**src/pkg/dbs_pkg.sv**
```systemverilog
/*
  constants and types of the dual bus selection cache.
  assumes a single 200 MHz node clock shared by every block around the cache.
*/
//
// Overview of operation
// downstream destination on bus A uses A
// one bus choice per whole service unit
// group and broadcast destinations go both ways
// table hit sends on indicated bus only
// table miss sends on both buses
// received unit learns source, opposite bus
// entry stamp refreshed on each new unit
// entries older than aging limit invalidated
// changed arrival bus overwrites entry bus
// loop reconfiguration invalidates whole cache
// management directive purges one chosen entry
// moved station broadcasts empty greeting both ways
// receiver needs no duplicate suppression
// head-of-bus change indication triggers table maintenance
// full cache replaces entry with oldest stamp
package dbs_pkg;

  // ----------------------------------------------------------------
  // widths and sizes
  // ----------------------------------------------------------------
  localparam int ADDR_W    = 48;
  localparam int ENTRIES   = 8;
  localparam int STAMP_W   = 16;
  // individual/group flag position inside the address word
  localparam int GROUP_BIT = 40;

  // ----------------------------------------------------------------
  // timing
  // ----------------------------------------------------------------
  localparam int CLK_KHZ     = 200_000;
  localparam int TICK_MS     = 1;
  localparam int TICK_CYCLES = TICK_MS * CLK_KHZ;
  // aging limit after reset, in ticks (a few seconds)
  localparam logic [STAMP_W-1:0] AGE_RESET = 16'h0BB8;

  // ----------------------------------------------------------------
  // bus decision carried through the output buffer
  // ----------------------------------------------------------------
  typedef struct packed {
    logic hit;
    logic bus_a;
    logic bus_b;
  } dbs_sel_t;

endpackage : dbs_pkg

```
**src/pkg/dbs_stream_if.sv**
```systemverilog
/*
  valid/ready stream carrying bus decisions between cache and buffer.
  assumes both ends run on the same clock.
*/
`timescale 1ns/1ps
interface dbs_stream_if;
  dbs_pkg::dbs_sel_t data;
  logic              valid;
  logic              ready;

  modport src (output data, output valid, input ready);
  modport snk (input data, input valid, output ready);
endinterface : dbs_stream_if

```
**src/design/dbs_pair_buf.sv**
```systemverilog
/*
  two-entry buffer with registered valid, ready and head data.
  assumes the sink may stall for any number of cycles.
*/
`timescale 1ns/1ps
module dbs_pair_buf (
  input  wire logic   clk,
  input  wire logic   sys_rst,
  dbs_stream_if.snk   in_s,
  dbs_stream_if.src   out_s
);

  dbs_pkg::dbs_sel_t head_q;
  dbs_pkg::dbs_sel_t tail_q;
  logic [1:0]        cnt_q;
  logic [1:0]        cnt_d;
  logic              ready_q;
  logic              valid_q;
  logic              push;
  logic              pop;

  assign push        = in_s.valid & ready_q;
  assign pop         = valid_q & out_s.ready;
  assign in_s.ready  = ready_q;
  assign out_s.valid = valid_q;
  assign out_s.data  = head_q;

  // ----------------------------------------------------------------
  // occupancy
  // ----------------------------------------------------------------
  always_comb begin
    cnt_d = cnt_q;
    if (push && !pop) begin
      cnt_d = cnt_q + 2'h1;
    end else if (pop && !push) begin
      cnt_d = cnt_q - 2'h1;
    end
  end

  // flags are registered so neither side sees a combinational path
  always_ff @(posedge clk) begin
    if (sys_rst) begin
      cnt_q   <= 2'h0;
      ready_q <= 1'b0;
      valid_q <= 1'b0;
    end else begin
      cnt_q   <= cnt_d;
      ready_q <= (cnt_d != 2'h2);
      valid_q <= (cnt_d != 2'h0);
    end
  end

  // ----------------------------------------------------------------
  // storage
  // ----------------------------------------------------------------
  always_ff @(posedge clk) begin
    if (sys_rst) begin
      head_q <= '0;
      tail_q <= '0;
    end else begin
      case ({push, pop})
        2'b10: begin
          if (cnt_q == 2'h0) begin
            head_q <= in_s.data;
          end else begin
            tail_q <= in_s.data;
          end
        end
        2'b01: begin
          head_q <= tail_q;
        end
        2'b11: begin
          if (cnt_q == 2'h1) begin
            head_q <= in_s.data;
          end else begin
            head_q <= tail_q;
            tail_q <= in_s.data;
          end
        end
        default: begin
          head_q <= head_q;
        end
      endcase
    end
  end

endmodule : dbs_pair_buf

```
**src/design/dbs_cache.sv**
```systemverilog
/*
  bus selection cache: per service unit decides bus A, bus B or both,
  learns source addresses from received initial units, ages, amends and
  purges entries.
  assumes request, receive and management inputs come from logic on clk,
  and that the queued arbitrated block applies one decision to every
  derived segment unit of the service unit it belongs to.
*/
`timescale 1ns/1ps
module dbs_cache #(
  parameter int ENTRIES     = dbs_pkg::ENTRIES,
  parameter int TICK_CYCLES = dbs_pkg::TICK_CYCLES
) (
  input  wire logic                        clk,
  input  wire logic                        sys_rst,
  // destination lookup from the service convergence unit
  input  wire logic                        req_valid,
  output wire logic                        req_ready,
  input  wire logic [dbs_pkg::ADDR_W-1:0]  req_dest_addr,
  // decision toward queued arbitrated access
  output wire logic                        sel_valid,
  input  wire logic                        sel_ready,
  output wire logic                        sel_bus_a,
  output wire logic                        sel_bus_b,
  output wire logic                        sel_hit,
  // received initial protocol units
  input  wire logic                        rx_valid,
  input  wire logic [dbs_pkg::ADDR_W-1:0]  rx_src_addr,
  input  wire logic                        rx_on_bus_b,
  input  wire logic                        rx_dest_local,
  input  wire logic                        learn_all,
  // maintenance
  input  wire logic [dbs_pkg::STAMP_W-1:0] age_limit,
  input  wire logic                        hob_changed,
  input  wire logic                        purge_valid,
  input  wire logic [dbs_pkg::ADDR_W-1:0]  purge_addr,
  output wire logic                        purge_done,
  output wire logic                        purge_hit
);

  localparam int IDX_W = $clog2(ENTRIES);

  // ----------------------------------------------------------------
  // parameter checks
  // ----------------------------------------------------------------
  if (ENTRIES < 2) begin : g_bad_entries
    $error("ENTRIES must be at least 2");
  end
  if (TICK_CYCLES < 2) begin : g_bad_tick
    $error("TICK_CYCLES must be at least 2");
  end

  // ----------------------------------------------------------------
  // table storage
  // ----------------------------------------------------------------
  logic [dbs_pkg::ADDR_W-1:0]  addr_q  [ENTRIES];
  logic [dbs_pkg::STAMP_W-1:0] stamp_q [ENTRIES];
  logic [ENTRIES-1:0]          valid_q;
  logic [ENTRIES-1:0]          use_b_q;

  function automatic logic [ENTRIES-1:0] match_vec(
    input logic [dbs_pkg::ADDR_W-1:0] a,
    input logic [ENTRIES-1:0]         v
  );
    logic [ENTRIES-1:0] m;
    m = '0;
    for (int i = 0; i < ENTRIES; i++) begin
      m[i] = v[i] && (addr_q[i] == a);
    end
    return m;
  endfunction : match_vec

  function automatic logic [IDX_W-1:0] first_idx(input logic [ENTRIES-1:0] m);
    logic [IDX_W-1:0] k;
    k = '0;
    for (int i = ENTRIES - 1; i >= 0; i--) begin
      if (m[i]) begin
        k = IDX_W'(i);
      end
    end
    return k;
  endfunction : first_idx

  // ----------------------------------------------------------------
  // time base
  // ----------------------------------------------------------------
  logic [$clog2(TICK_CYCLES)-1:0] div_q;
  logic                           tick_q;
  logic [dbs_pkg::STAMP_W-1:0]    now_q;

  always_ff @(posedge clk) begin
    if (sys_rst) begin
      div_q  <= '0;
      tick_q <= 1'b0;
    end else if (div_q == ($clog2(TICK_CYCLES))'(TICK_CYCLES - 1)) begin
      div_q  <= '0;
      tick_q <= 1'b1;
    end else begin
      div_q  <= div_q + 1'b1;
      tick_q <= 1'b0;
    end
  end

  always_ff @(posedge clk) begin
    if (sys_rst) begin
      now_q <= '0;
    end else if (tick_q) begin
      now_q <= now_q + 1'b1;
    end
  end

  // ----------------------------------------------------------------
  // lookup
  // ----------------------------------------------------------------
  dbs_stream_if lk_s ();
  dbs_stream_if out_s ();

  logic [ENTRIES-1:0] lk_match;
  logic [IDX_W-1:0]   lk_idx;
  logic               lk_group;
  dbs_pkg::dbs_sel_t  lk_sel;

  // always_comb, not assign: the compare function reads the address table,
  // which a continuous assignment would not track when only an address moves
  always_comb begin
    lk_match = match_vec(req_dest_addr, valid_q);
  end
  assign lk_idx   = first_idx(lk_match);
  assign lk_group = req_dest_addr[dbs_pkg::GROUP_BIT];

  // a unit sent both ways reaches each receiver only once, since a
  // receiver sits downstream on exactly one bus
  always_comb begin
    lk_sel = '0;
    if (lk_group) begin
      lk_sel.bus_a = 1'b1;
      lk_sel.bus_b = 1'b1;
    end else if (|lk_match) begin
      lk_sel.hit   = 1'b1;
      lk_sel.bus_a = ~use_b_q[lk_idx];
      lk_sel.bus_b = use_b_q[lk_idx];
    end else begin
      lk_sel.bus_a = 1'b1;
      lk_sel.bus_b = 1'b1;
    end
  end

  // one decision per request covers every derived segment unit
  assign lk_s.data  = lk_sel;
  assign lk_s.valid = req_valid;
  assign req_ready  = lk_s.ready;

  dbs_pair_buf u_buf (
    .clk     (clk),
    .sys_rst (sys_rst),
    .in_s    (lk_s),
    .out_s   (out_s)
  );

  assign sel_valid   = out_s.valid;
  assign out_s.ready = sel_ready;
  assign sel_bus_a   = out_s.data.bus_a;
  assign sel_bus_b   = out_s.data.bus_b;
  assign sel_hit     = out_s.data.hit;

  // ----------------------------------------------------------------
  // learning and victim choice
  // ----------------------------------------------------------------
  logic                      learn;
  logic [ENTRIES-1:0]        rx_match;
  logic [IDX_W-1:0]          victim;
  logic [IDX_W-1:0]          learn_idx;
  logic [ENTRIES-1:0]        expired;
  logic [ENTRIES-1:0]        pg_match;

  // group sources are never learned; learning scope is selectable
  assign learn    = rx_valid && !rx_src_addr[dbs_pkg::GROUP_BIT]
                    && (learn_all || rx_dest_local);
  // a replaced victim keeps its valid bit, so only the table read itself
  // can wake these compares
  always_comb begin
    rx_match = match_vec(rx_src_addr, valid_q);
  end

  always_comb begin
    pg_match = match_vec(purge_addr, valid_q);
  end

  // free slot first, otherwise the oldest stamp
  always_comb begin
    logic [dbs_pkg::STAMP_W-1:0] best_age;
    logic [dbs_pkg::STAMP_W-1:0] age;
    logic                        free_found;
    best_age   = '0;
    age        = '0;
    free_found = 1'b0;
    victim     = '0;
    for (int i = 0; i < ENTRIES; i++) begin
      age = now_q - stamp_q[i];
      if (!valid_q[i] && !free_found) begin
        free_found = 1'b1;
        victim     = IDX_W'(i);
      end else if (!free_found && age > best_age) begin
        best_age = age;
        victim   = IDX_W'(i);
      end
    end
  end

  assign learn_idx = (|rx_match) ? first_idx(rx_match) : victim;

  for (genvar g = 0; g < ENTRIES; g++) begin : g_age
    assign expired[g] = valid_q[g]
                        && ((now_q - stamp_q[g]) >= age_limit);
  end

  // ----------------------------------------------------------------
  // address, bus and stamp
  // ----------------------------------------------------------------
  always_ff @(posedge clk) begin
    if (sys_rst) begin
      use_b_q <= '0;
      for (int i = 0; i < ENTRIES; i++) begin
        addr_q[i]  <= '0;
        stamp_q[i] <= '0;
      end
    end else if (learn) begin
      addr_q[learn_idx]  <= rx_src_addr;
      // arrival on A means the source is upstream on A: answer on B
      use_b_q[learn_idx] <= ~rx_on_bus_b;
      stamp_q[learn_idx] <= now_q;
    end
  end

  // ----------------------------------------------------------------
  // validity: reconfiguration beats purge beats learning beats aging
  // ----------------------------------------------------------------
  always_ff @(posedge clk) begin
    if (sys_rst) begin
      valid_q <= '0;
    end else if (hob_changed) begin
      // a possible head-of-bus move invalidates every entry
      valid_q <= '0;
    end else begin
      for (int i = 0; i < ENTRIES; i++) begin
        if (purge_valid && pg_match[i]) begin
          valid_q[i] <= 1'b0;
        end else if (learn && IDX_W'(i) == learn_idx) begin
          // a fresh unit keeps the entry alive even at its limit
          valid_q[i] <= 1'b1;
        end else if (expired[i]) begin
          valid_q[i] <= 1'b0;
        end
      end
    end
  end

  // ----------------------------------------------------------------
  // purge acknowledge
  // ----------------------------------------------------------------
  logic purge_done_q;
  logic purge_hit_q;

  always_ff @(posedge clk) begin
    if (sys_rst) begin
      purge_done_q <= 1'b0;
      purge_hit_q  <= 1'b0;
    end else begin
      purge_done_q <= purge_valid;
      purge_hit_q  <= purge_valid && (|pg_match);
    end
  end

  assign purge_done = purge_done_q;
  assign purge_hit  = purge_hit_q;

  // relocated stations announce themselves with an empty greeting; it
  // arrives as an ordinary received unit and relearns here

endmodule : dbs_cache

```
**config.mk**
```make
export PLATFORM = sky130hd
export DESIGN_NAME = dbs_cache
export DESIGN_NICKNAME = d
export VERILOG_FILES = /design/src/pkg/dbs_pkg.sv /design/src/pkg/dbs_stream_if.sv /design/src/design/dbs_pair_buf.sv /design/src/design/dbs_cache.sv
export SDC_FILE = /design/constraint.sdc
export NUM_CORES = 2
export LEC_CHECK = 0
export BUFFER_PORTS_ARGS = -buffer_cell sky130_fd_sc_hd__clkbuf_2
export CAP_MARGIN = 15
export CORE_ASPECT_RATIO = 1.25
export CORE_UTILIZATION = 50
export CTS_BUF_LIST = sky130_fd_sc_hd__clkbuf_8 sky130_fd_sc_hd__clkbuf_16
export DETAILED_ROUTE_END_ITERATION = 6
export PLACE_DENSITY_LB_ADDON = 0.12
export SYNTH_ARGS = -nofsm -noshare
export SYNTH_HDL_FRONTEND = slang
export SYNTH_SLANG_ARGS = --single-unit
```
**constraint.sdc**
```tcl
create_clock -name clk -period 24.1 [get_ports clk]
set_input_delay 3.615 -clock clk [delete_from_list [all_inputs] [get_ports clk]]
set_output_delay 3.615 -clock clk [all_outputs]
set_load 0.02 [all_outputs]
```
* Word level (Yosys, flattened, before mapping)
Memories as Yosys holds them, arrays and structs flattened.
Index checks and enable logic that the tools add are counted.
** Storage, ports and cells
- Output and inout bits :: 7
- Memories :: 2
- Bits of input ports :: 170
- Word-level logic and storage cells :: 311
- Flip-flop bits (word level) :: 63
- RAM bits :: 512
** Memory list
- addr_q :: depth 8, width 48, rd ports 8, clocked after memory_dff 0, write ports 8, RTL line dbs_cache.sv:56 : logic [dbs_pkg::ADDR_W-1:0] addr_q [ENTRIES];
- stamp_q :: depth 8, width 16, rd ports 8, clocked after memory_dff 0, write ports 8, RTL line dbs_cache.sv:57 : logic [dbs_pkg::STAMP_W-1:0] stamp_q [ENTRIES];
** Cells by class
- $lt $le $gt $ge :: 19
- Eq/ne operators :: 40
- Mux-type cells :: 97
- Reductions and logical operators :: 114
- Bitwise logic cells :: 4
- Add/subtract/negate cells :: 12
** Operators with widths (count)
- $eq A48 B48 Y1 :: 24
- $mux W16 :: 15
- $ge A16 B16 Y1 :: 8
- $sub A16 B16 Y16 :: 8
- $gt A16 B16 Y1 :: 7
- $mux W3 :: 35
- $logic_and A1 B1 Y1 :: 68
- $mux W48 :: 1
- $reduce_or A48 Y1 :: 1
- $mux W1 :: 37
- $reduce_or A3 Y1 :: 8
- $reduce_or A8 Y1 :: 3
- $reduce_bool A2 Y1 :: 10
- $add A18 B1 Y18 const B :: 1
- $eq A18 B18 Y1 const B :: 1
- $add A16 B1 Y16 const B :: 1
- $gt A16 B1 Y1 const B :: 1
- $logic_not A1 Y1 :: 16
- $reduce_or A16 Y1 :: 1
- $eq A3 B3 Y1 const A :: 4
- $pmux W3 S3 :: 1
- $bwmux W8 :: 1
- $lt A3 B4 Y1 const B :: 2
- $mux W2 :: 4
- 21 further kinds :: 28

* Logic depth before layout (Yosys ltp)
An unclocked memory read counts as a cell.
- Depth after elaboration :: 39
- Mapped depth :: 109
- Gate-level depth less buffers :: 97

* By module
A second synthesis with hierarchy kept.
** Second synthesis, totals
- Cells, all modules :: 5170
- Area, all modules :: 48700.5 um^2
** By module, submodules not included
- dbs_cache :: instances 1, sequential area each 16435.8 um^2, area each 48156.2 um^2, cells an instance 5112
- dbs_pair_buf :: instances 1, sequential area each 200.2 um^2, area each 544.3 um^2, cells an instance 58

* Least setup slack after synthesis
No wires, ideal clock.
- Path kind :: register -> register
- Start :: reg now_q[1] (netlist name)
- End :: mem addr_q[0][0] (netlist name), enable pin
- Library setup time :: 433 ps
- Arrival time :: 20570 ps
- Buffers on the path :: 9
- Period minus slack after synthesis :: 21002 ps
- Path slack :: 3098 ps
- Stages on the path, launching flop included :: 96
- Required time :: 23667 ps
- Cells stage by stage :: dfxtp_1 > inv_1 > fa_1 > nor2b_1 > o21ai_0 > a21oi_1 > o41ai_1 > o211ai_1 > o311ai_0 > xnor2_1 > nor3_1 > a31oi_1 > nand2_1 > ha_1 > nand4_1 > or2_1 > a211oi_1 > and4b_1 > (+60 left out) > clkbuf_1 > mux2i_1 > ha_1 > a21o_1 > a221o_1 > a21oi_1 > o21ai_0 > a221oi_1 > o21ai_0 > a311oi_1 > nand2_1 > o21ai_1 > nand2_1 > o21ai_1 > a21oi_4 > buf_4 > nand3b_1 > nand2b_1
** RTL lines
- from (decl) :: RTL line dbs_cache.sv:89 : logic [dbs_pkg::STAMP_W-1:0] now_q;
- from (signal assigned) :: RTL line dbs_cache.sv:108 : now_q <= now_q + 1'b1;
- to (decl) :: RTL line dbs_cache.sv:56

==> parameters.txt <==
Parameter                              Value

Outcome
  Result of the run ... finished with violations
  Violations in the final reports ... DRC

Global routing
  Tot GR Track Use ... 0.517
  Global-route wire length before repair ... 341,000 µm
  Sum of overflow across all layers after global routing ... 0
  Initial antenna violation count ... 34
  Pin count of the biggest net entering global routing ... 65
  Via count of the first global-routing pass ... 41,077

Timing
  Max-slew headroom at the worst pin ... 0.0743
  Final period util ... 0.958
  Transition at the pin with the smallest max-transition slack ... 1.39 ns
  Setup TNS ... 0 ns
  Top achievable clock speed ... 43.3 MHz
  Final count of pins violating max slew ... 0
  Fin. Hold Viols ... 0
  Clock tree skew after final layout ... 0.0357 ns
  RSZ-0062 raised after global routing ... false
  Final setup violation count ... 0
  Min Clock Period, post-route ... 23.08 ns

Pwr
  Internal power component ... 1920 µW
  Net switching share of the total power ... 0.325
  Leakage component of the power ... 0.0216 µW
  Cell area power density ... 53.0 mW/mm²
  Worst IR drop on VDD ... 0.0664 mV
  Power share of the combinational group ... 0.212
  Sequential Power Share ... 0.415
  Clock network fraction of design power ... 0.373
  Sw Pwr ... 926 µW

Yosys
  Syn_area_per_cell ... 9.49 µm²
  Fraction of the yosys area taken by sequential cells ... 0.342
  Synth Cell Area ... 0.0487 mm²
  Number of synthesized flops with an enable pin ... 512
  Post-synthesis async set-or-reset flop share ... 0
  Number of storage elements in the synthesis netlist ... 575
  Distinct cells, synth ... 98
  Synthesized instance count ... 5,130
  Dominant synthesized flop cell ... sky130_fd_sc_hd__edfxtp_1
  YS warnings ... 0

Route
  First-pass detailed-route iteration total ... 7
  Overall routed net length ... 262,000 µm
  Total vias in the final route ... 44,217
  DRC violation count after routing ... 23
  DRT antenna net count ... 0
  Avg WL per Cell ... 39.6 µm
  Starting DRT DRC Count ... 6,448
  Via/cell ratio ... 6.69

Layout
  Finished layout cell area ... 0.0537 mm²
  Share of cells above drive strength 1 ... 0.0980
  Final Net Count ... 5,777
  Area added between synthesis and finish ... 10.4%
  Number of filler instances in the final layout ... 8,668

Setup path
  Top cell family by delay on the critical path ... compound AO/OA/AOI/OAI gates
  Logic depth of the worst register-to-register path ... 89
  Maximum cell stage delay along the critical path ... 0.85 ns
  Logic depth of the worst setup path including buffers ... 89
  Worst-path fanout max ... 32
  Worst setup slack for register-to-register paths ... 1.02 ns
  Classification of the worst setup path ... reg2reg
  Req. time, crit path ... 24.40 ns
  Buffers & Inverters on Critical Path ... 7
  Cell with the biggest individual delay on the critical path ... sky130_fd_sc_hd__o21ai_0
  Data arrival time of the critical path ... 23.38 ns
  Sort of element at the end of the critical path ... flip-flop
  Startpoint type of the worst setup path ... flip-flop

Clocking
  Hold buffers post-CTS ... 0
  # clock sinks ... 575
  Clock Tree Buf Depth ... 3
  Deepest level of the CTS H-tree ... 3
  Clock transition at the registers of the reported paths ... 0.06 ns
  Clock tree from TritonCTS ... yes
  Clock insertion delay at the later pin of the skew report ... 0.67 ns
  Clock buffers created by TritonCTS ... 66
  CTS Root Buffer Type ... sky130_fd_sc_hd__clkbuf_16

Die
  Row cnt ... 127
  Die ar. ... 0.0986 mm²
  Vert. Die Dim ... 351 µm
  Top-level I/O count ... 177
  Core area ... 0.0961 mm²
  Die width ... 281 µm
  Starting density of the core ... 0.506

Placement
  Placed Area ... 0.0509 mm²
  Total of buffers placed on input and output ports ... 176
  Final weighted congestion in routability-driven placement ... 1.12
  HPWL after detailed placement ... 184,000 µm

Hold path
  Hold Crit Depth ... 1
  Classification of the worst-slack hold path ... reg2reg

Run
  Number of max-cap violations ... 0
[cells by family (layout without fill, tap and decap cells)]
family | count (synthesis) | count (layout) | share of synthesized area
xor gates and xnor gates | 1170 | 1170 | 0.211
and+or+nand+nor | 1682 | 1694 | 0.199
buffers and inverters | 613 | 752 | 0.0490
AOI/OAI and AO/OA | 675 | 675 | 0.0941
other | 1 | 41 | 0.0000770
DFF | 575 | 575 | 0.342
muxes | 44 | 44 | 0.00925
adders and majority gates | 370 | 370 | 0.0963
[worst register-to-register path: cells and delay by family, from the launching register on]
kind	cells	cell delay, ns
buffers and inverters	7	1.38
xor gates and xnor gates	1	0.40
adders and majority gates	9	2.50
AOI/OAI and AO/OA	42	9.88
and+or+nand+nor	29	7.56
DFF	1	0.53
muxes	1	0.41
[power groups by stage]
stage | logic (µW) | clock network (µW) | registers, µW
floorplan | 336 | 0 | 1180
global placement | 553 | 0 | 1200
detailed placement | 555 | 0 | 1200
CTS | 558 | 1060 | 1180
global route | 615 | 1100 | 1180
finish | 603 | 1060 | 1180
[synth_stat cells, types with 63 or more instances]
cell / n / area [µm²]
sky130_fd_sc_hd__nand3_1: 70 / 350
sky130_fd_sc_hd__nand2_1: 194 / 728
sky130_fd_sc_hd__inv_1: 313 / 1170
sky130_fd_sc_hd__o21ai_0: 116 / 581
sky130_fd_sc_hd__a21o_1: 133 / 998
sky130_fd_sc_hd__nor4_1: 205 / 1280
sky130_fd_sc_hd__ha_1: 362 / 4530
sky130_fd_sc_hd__and2_1: 490 / 3070
sky130_fd_sc_hd__xor2_1: 567 / 4970
sky130_fd_sc_hd__edfxtp_1: 512 / 15400
sky130_fd_sc_hd__a21oi_1: 150 / 751
sky130_fd_sc_hd__xnor2_1: 603 / 5280
sky130_fd_sc_hd__nor2_1: 201 / 754
sky130_fd_sc_hd__clkbuf_1: 253 / 950
sky130_fd_sc_hd__nand4_1: 200 / 1250
sky130_fd_sc_hd__dfxtp_1: 63 / 1260
sky130_fd_sc_hd__nor3_1: 65 / 325
[registers in the layout, summed over array words and instances (netlist names)]
signal,count
use_b_q,8
stamp_q,128
u_buf.out_s.valid,1
addr_q,384
u_buf.cnt_q,2
tick_q,1
purge_hit,1
purge_done,1
now_q,16
valid_q,8
u_buf.out_s.data,3
u_buf.tail_q,3
u_buf.in_s.ready,1
div_q,18
[routing by layer]
metal / wire (µm) / GRT usage
met1: 85800 / 0.561
met3: 36500 / 0.203
met4: 32500 / 0.511
met2: 106000 / 0.756
met5: 410 / 0
[final cells by class]
class	count	area, µm²	area share
Multi-Input combinational cell	3961	30000	0.558
Sequential cell	575	16600	0.310
Timing Repair Buffer	320	2060	0.0383
Clock buffer	74	1800	0.0334
Tap cell	1290	1610	0.0300
Inverter	313	1170	0.0219
Clock inverter	45	413	0.00768
Antenna cell	33	82.6	0.00154
[final timing paths]
check,startpoint,endpoint
worst max-delay path,now_q[0],stamp_q[5][0]
worst min-delay path,div_q[0],div_q[0]
worst max register to register,now_q[0],stamp_q[5][0]
worst min register to register,div_q[0],div_q[0]
[layout by cell type (no fill, tap or decap), types with 115 or more instances in the layout]
cell / n
sky130_fd_sc_hd__a21o_1: 133
sky130_fd_sc_hd__a21oi_1: 150
sky130_fd_sc_hd__and2_1: 490
sky130_fd_sc_hd__buf_4: 130
sky130_fd_sc_hd__clkbuf_2: 176
sky130_fd_sc_hd__edfxtp_1: 512
sky130_fd_sc_hd__ha_1: 362
sky130_fd_sc_hd__inv_1: 322
sky130_fd_sc_hd__nand2_1: 193
sky130_fd_sc_hd__nand4_1: 200
sky130_fd_sc_hd__nor2_1: 200
sky130_fd_sc_hd__nor4_1: 203
sky130_fd_sc_hd__o21ai_0: 115
sky130_fd_sc_hd__xnor2_1: 603
sky130_fd_sc_hd__xor2_1: 567
[what timing repair did]
action / in CTS / in global routing
setup endpoints to repair: 0 / 1032
gates resized for setup: 0 / 32
buffers inserted: 0 / 23
[metrics by stage]
stage               total power [µW]  hold slack, ns   util  worst slack [ns]  instances
finish                          2850           0.466  0.559              1.02       6611
global route                    2890           0.489  0.558            0.0601       6579
CTS                             2800           0.464  0.553             0.111       6539
detailed placement              1760           0.454  0.530             0.212       6420
global placement                1750           0.447  0.530             0.508       6420
floorplan                       1520           0.426      -              3.10       5137
Note: power is estimated with default switching activity, not from simulation.
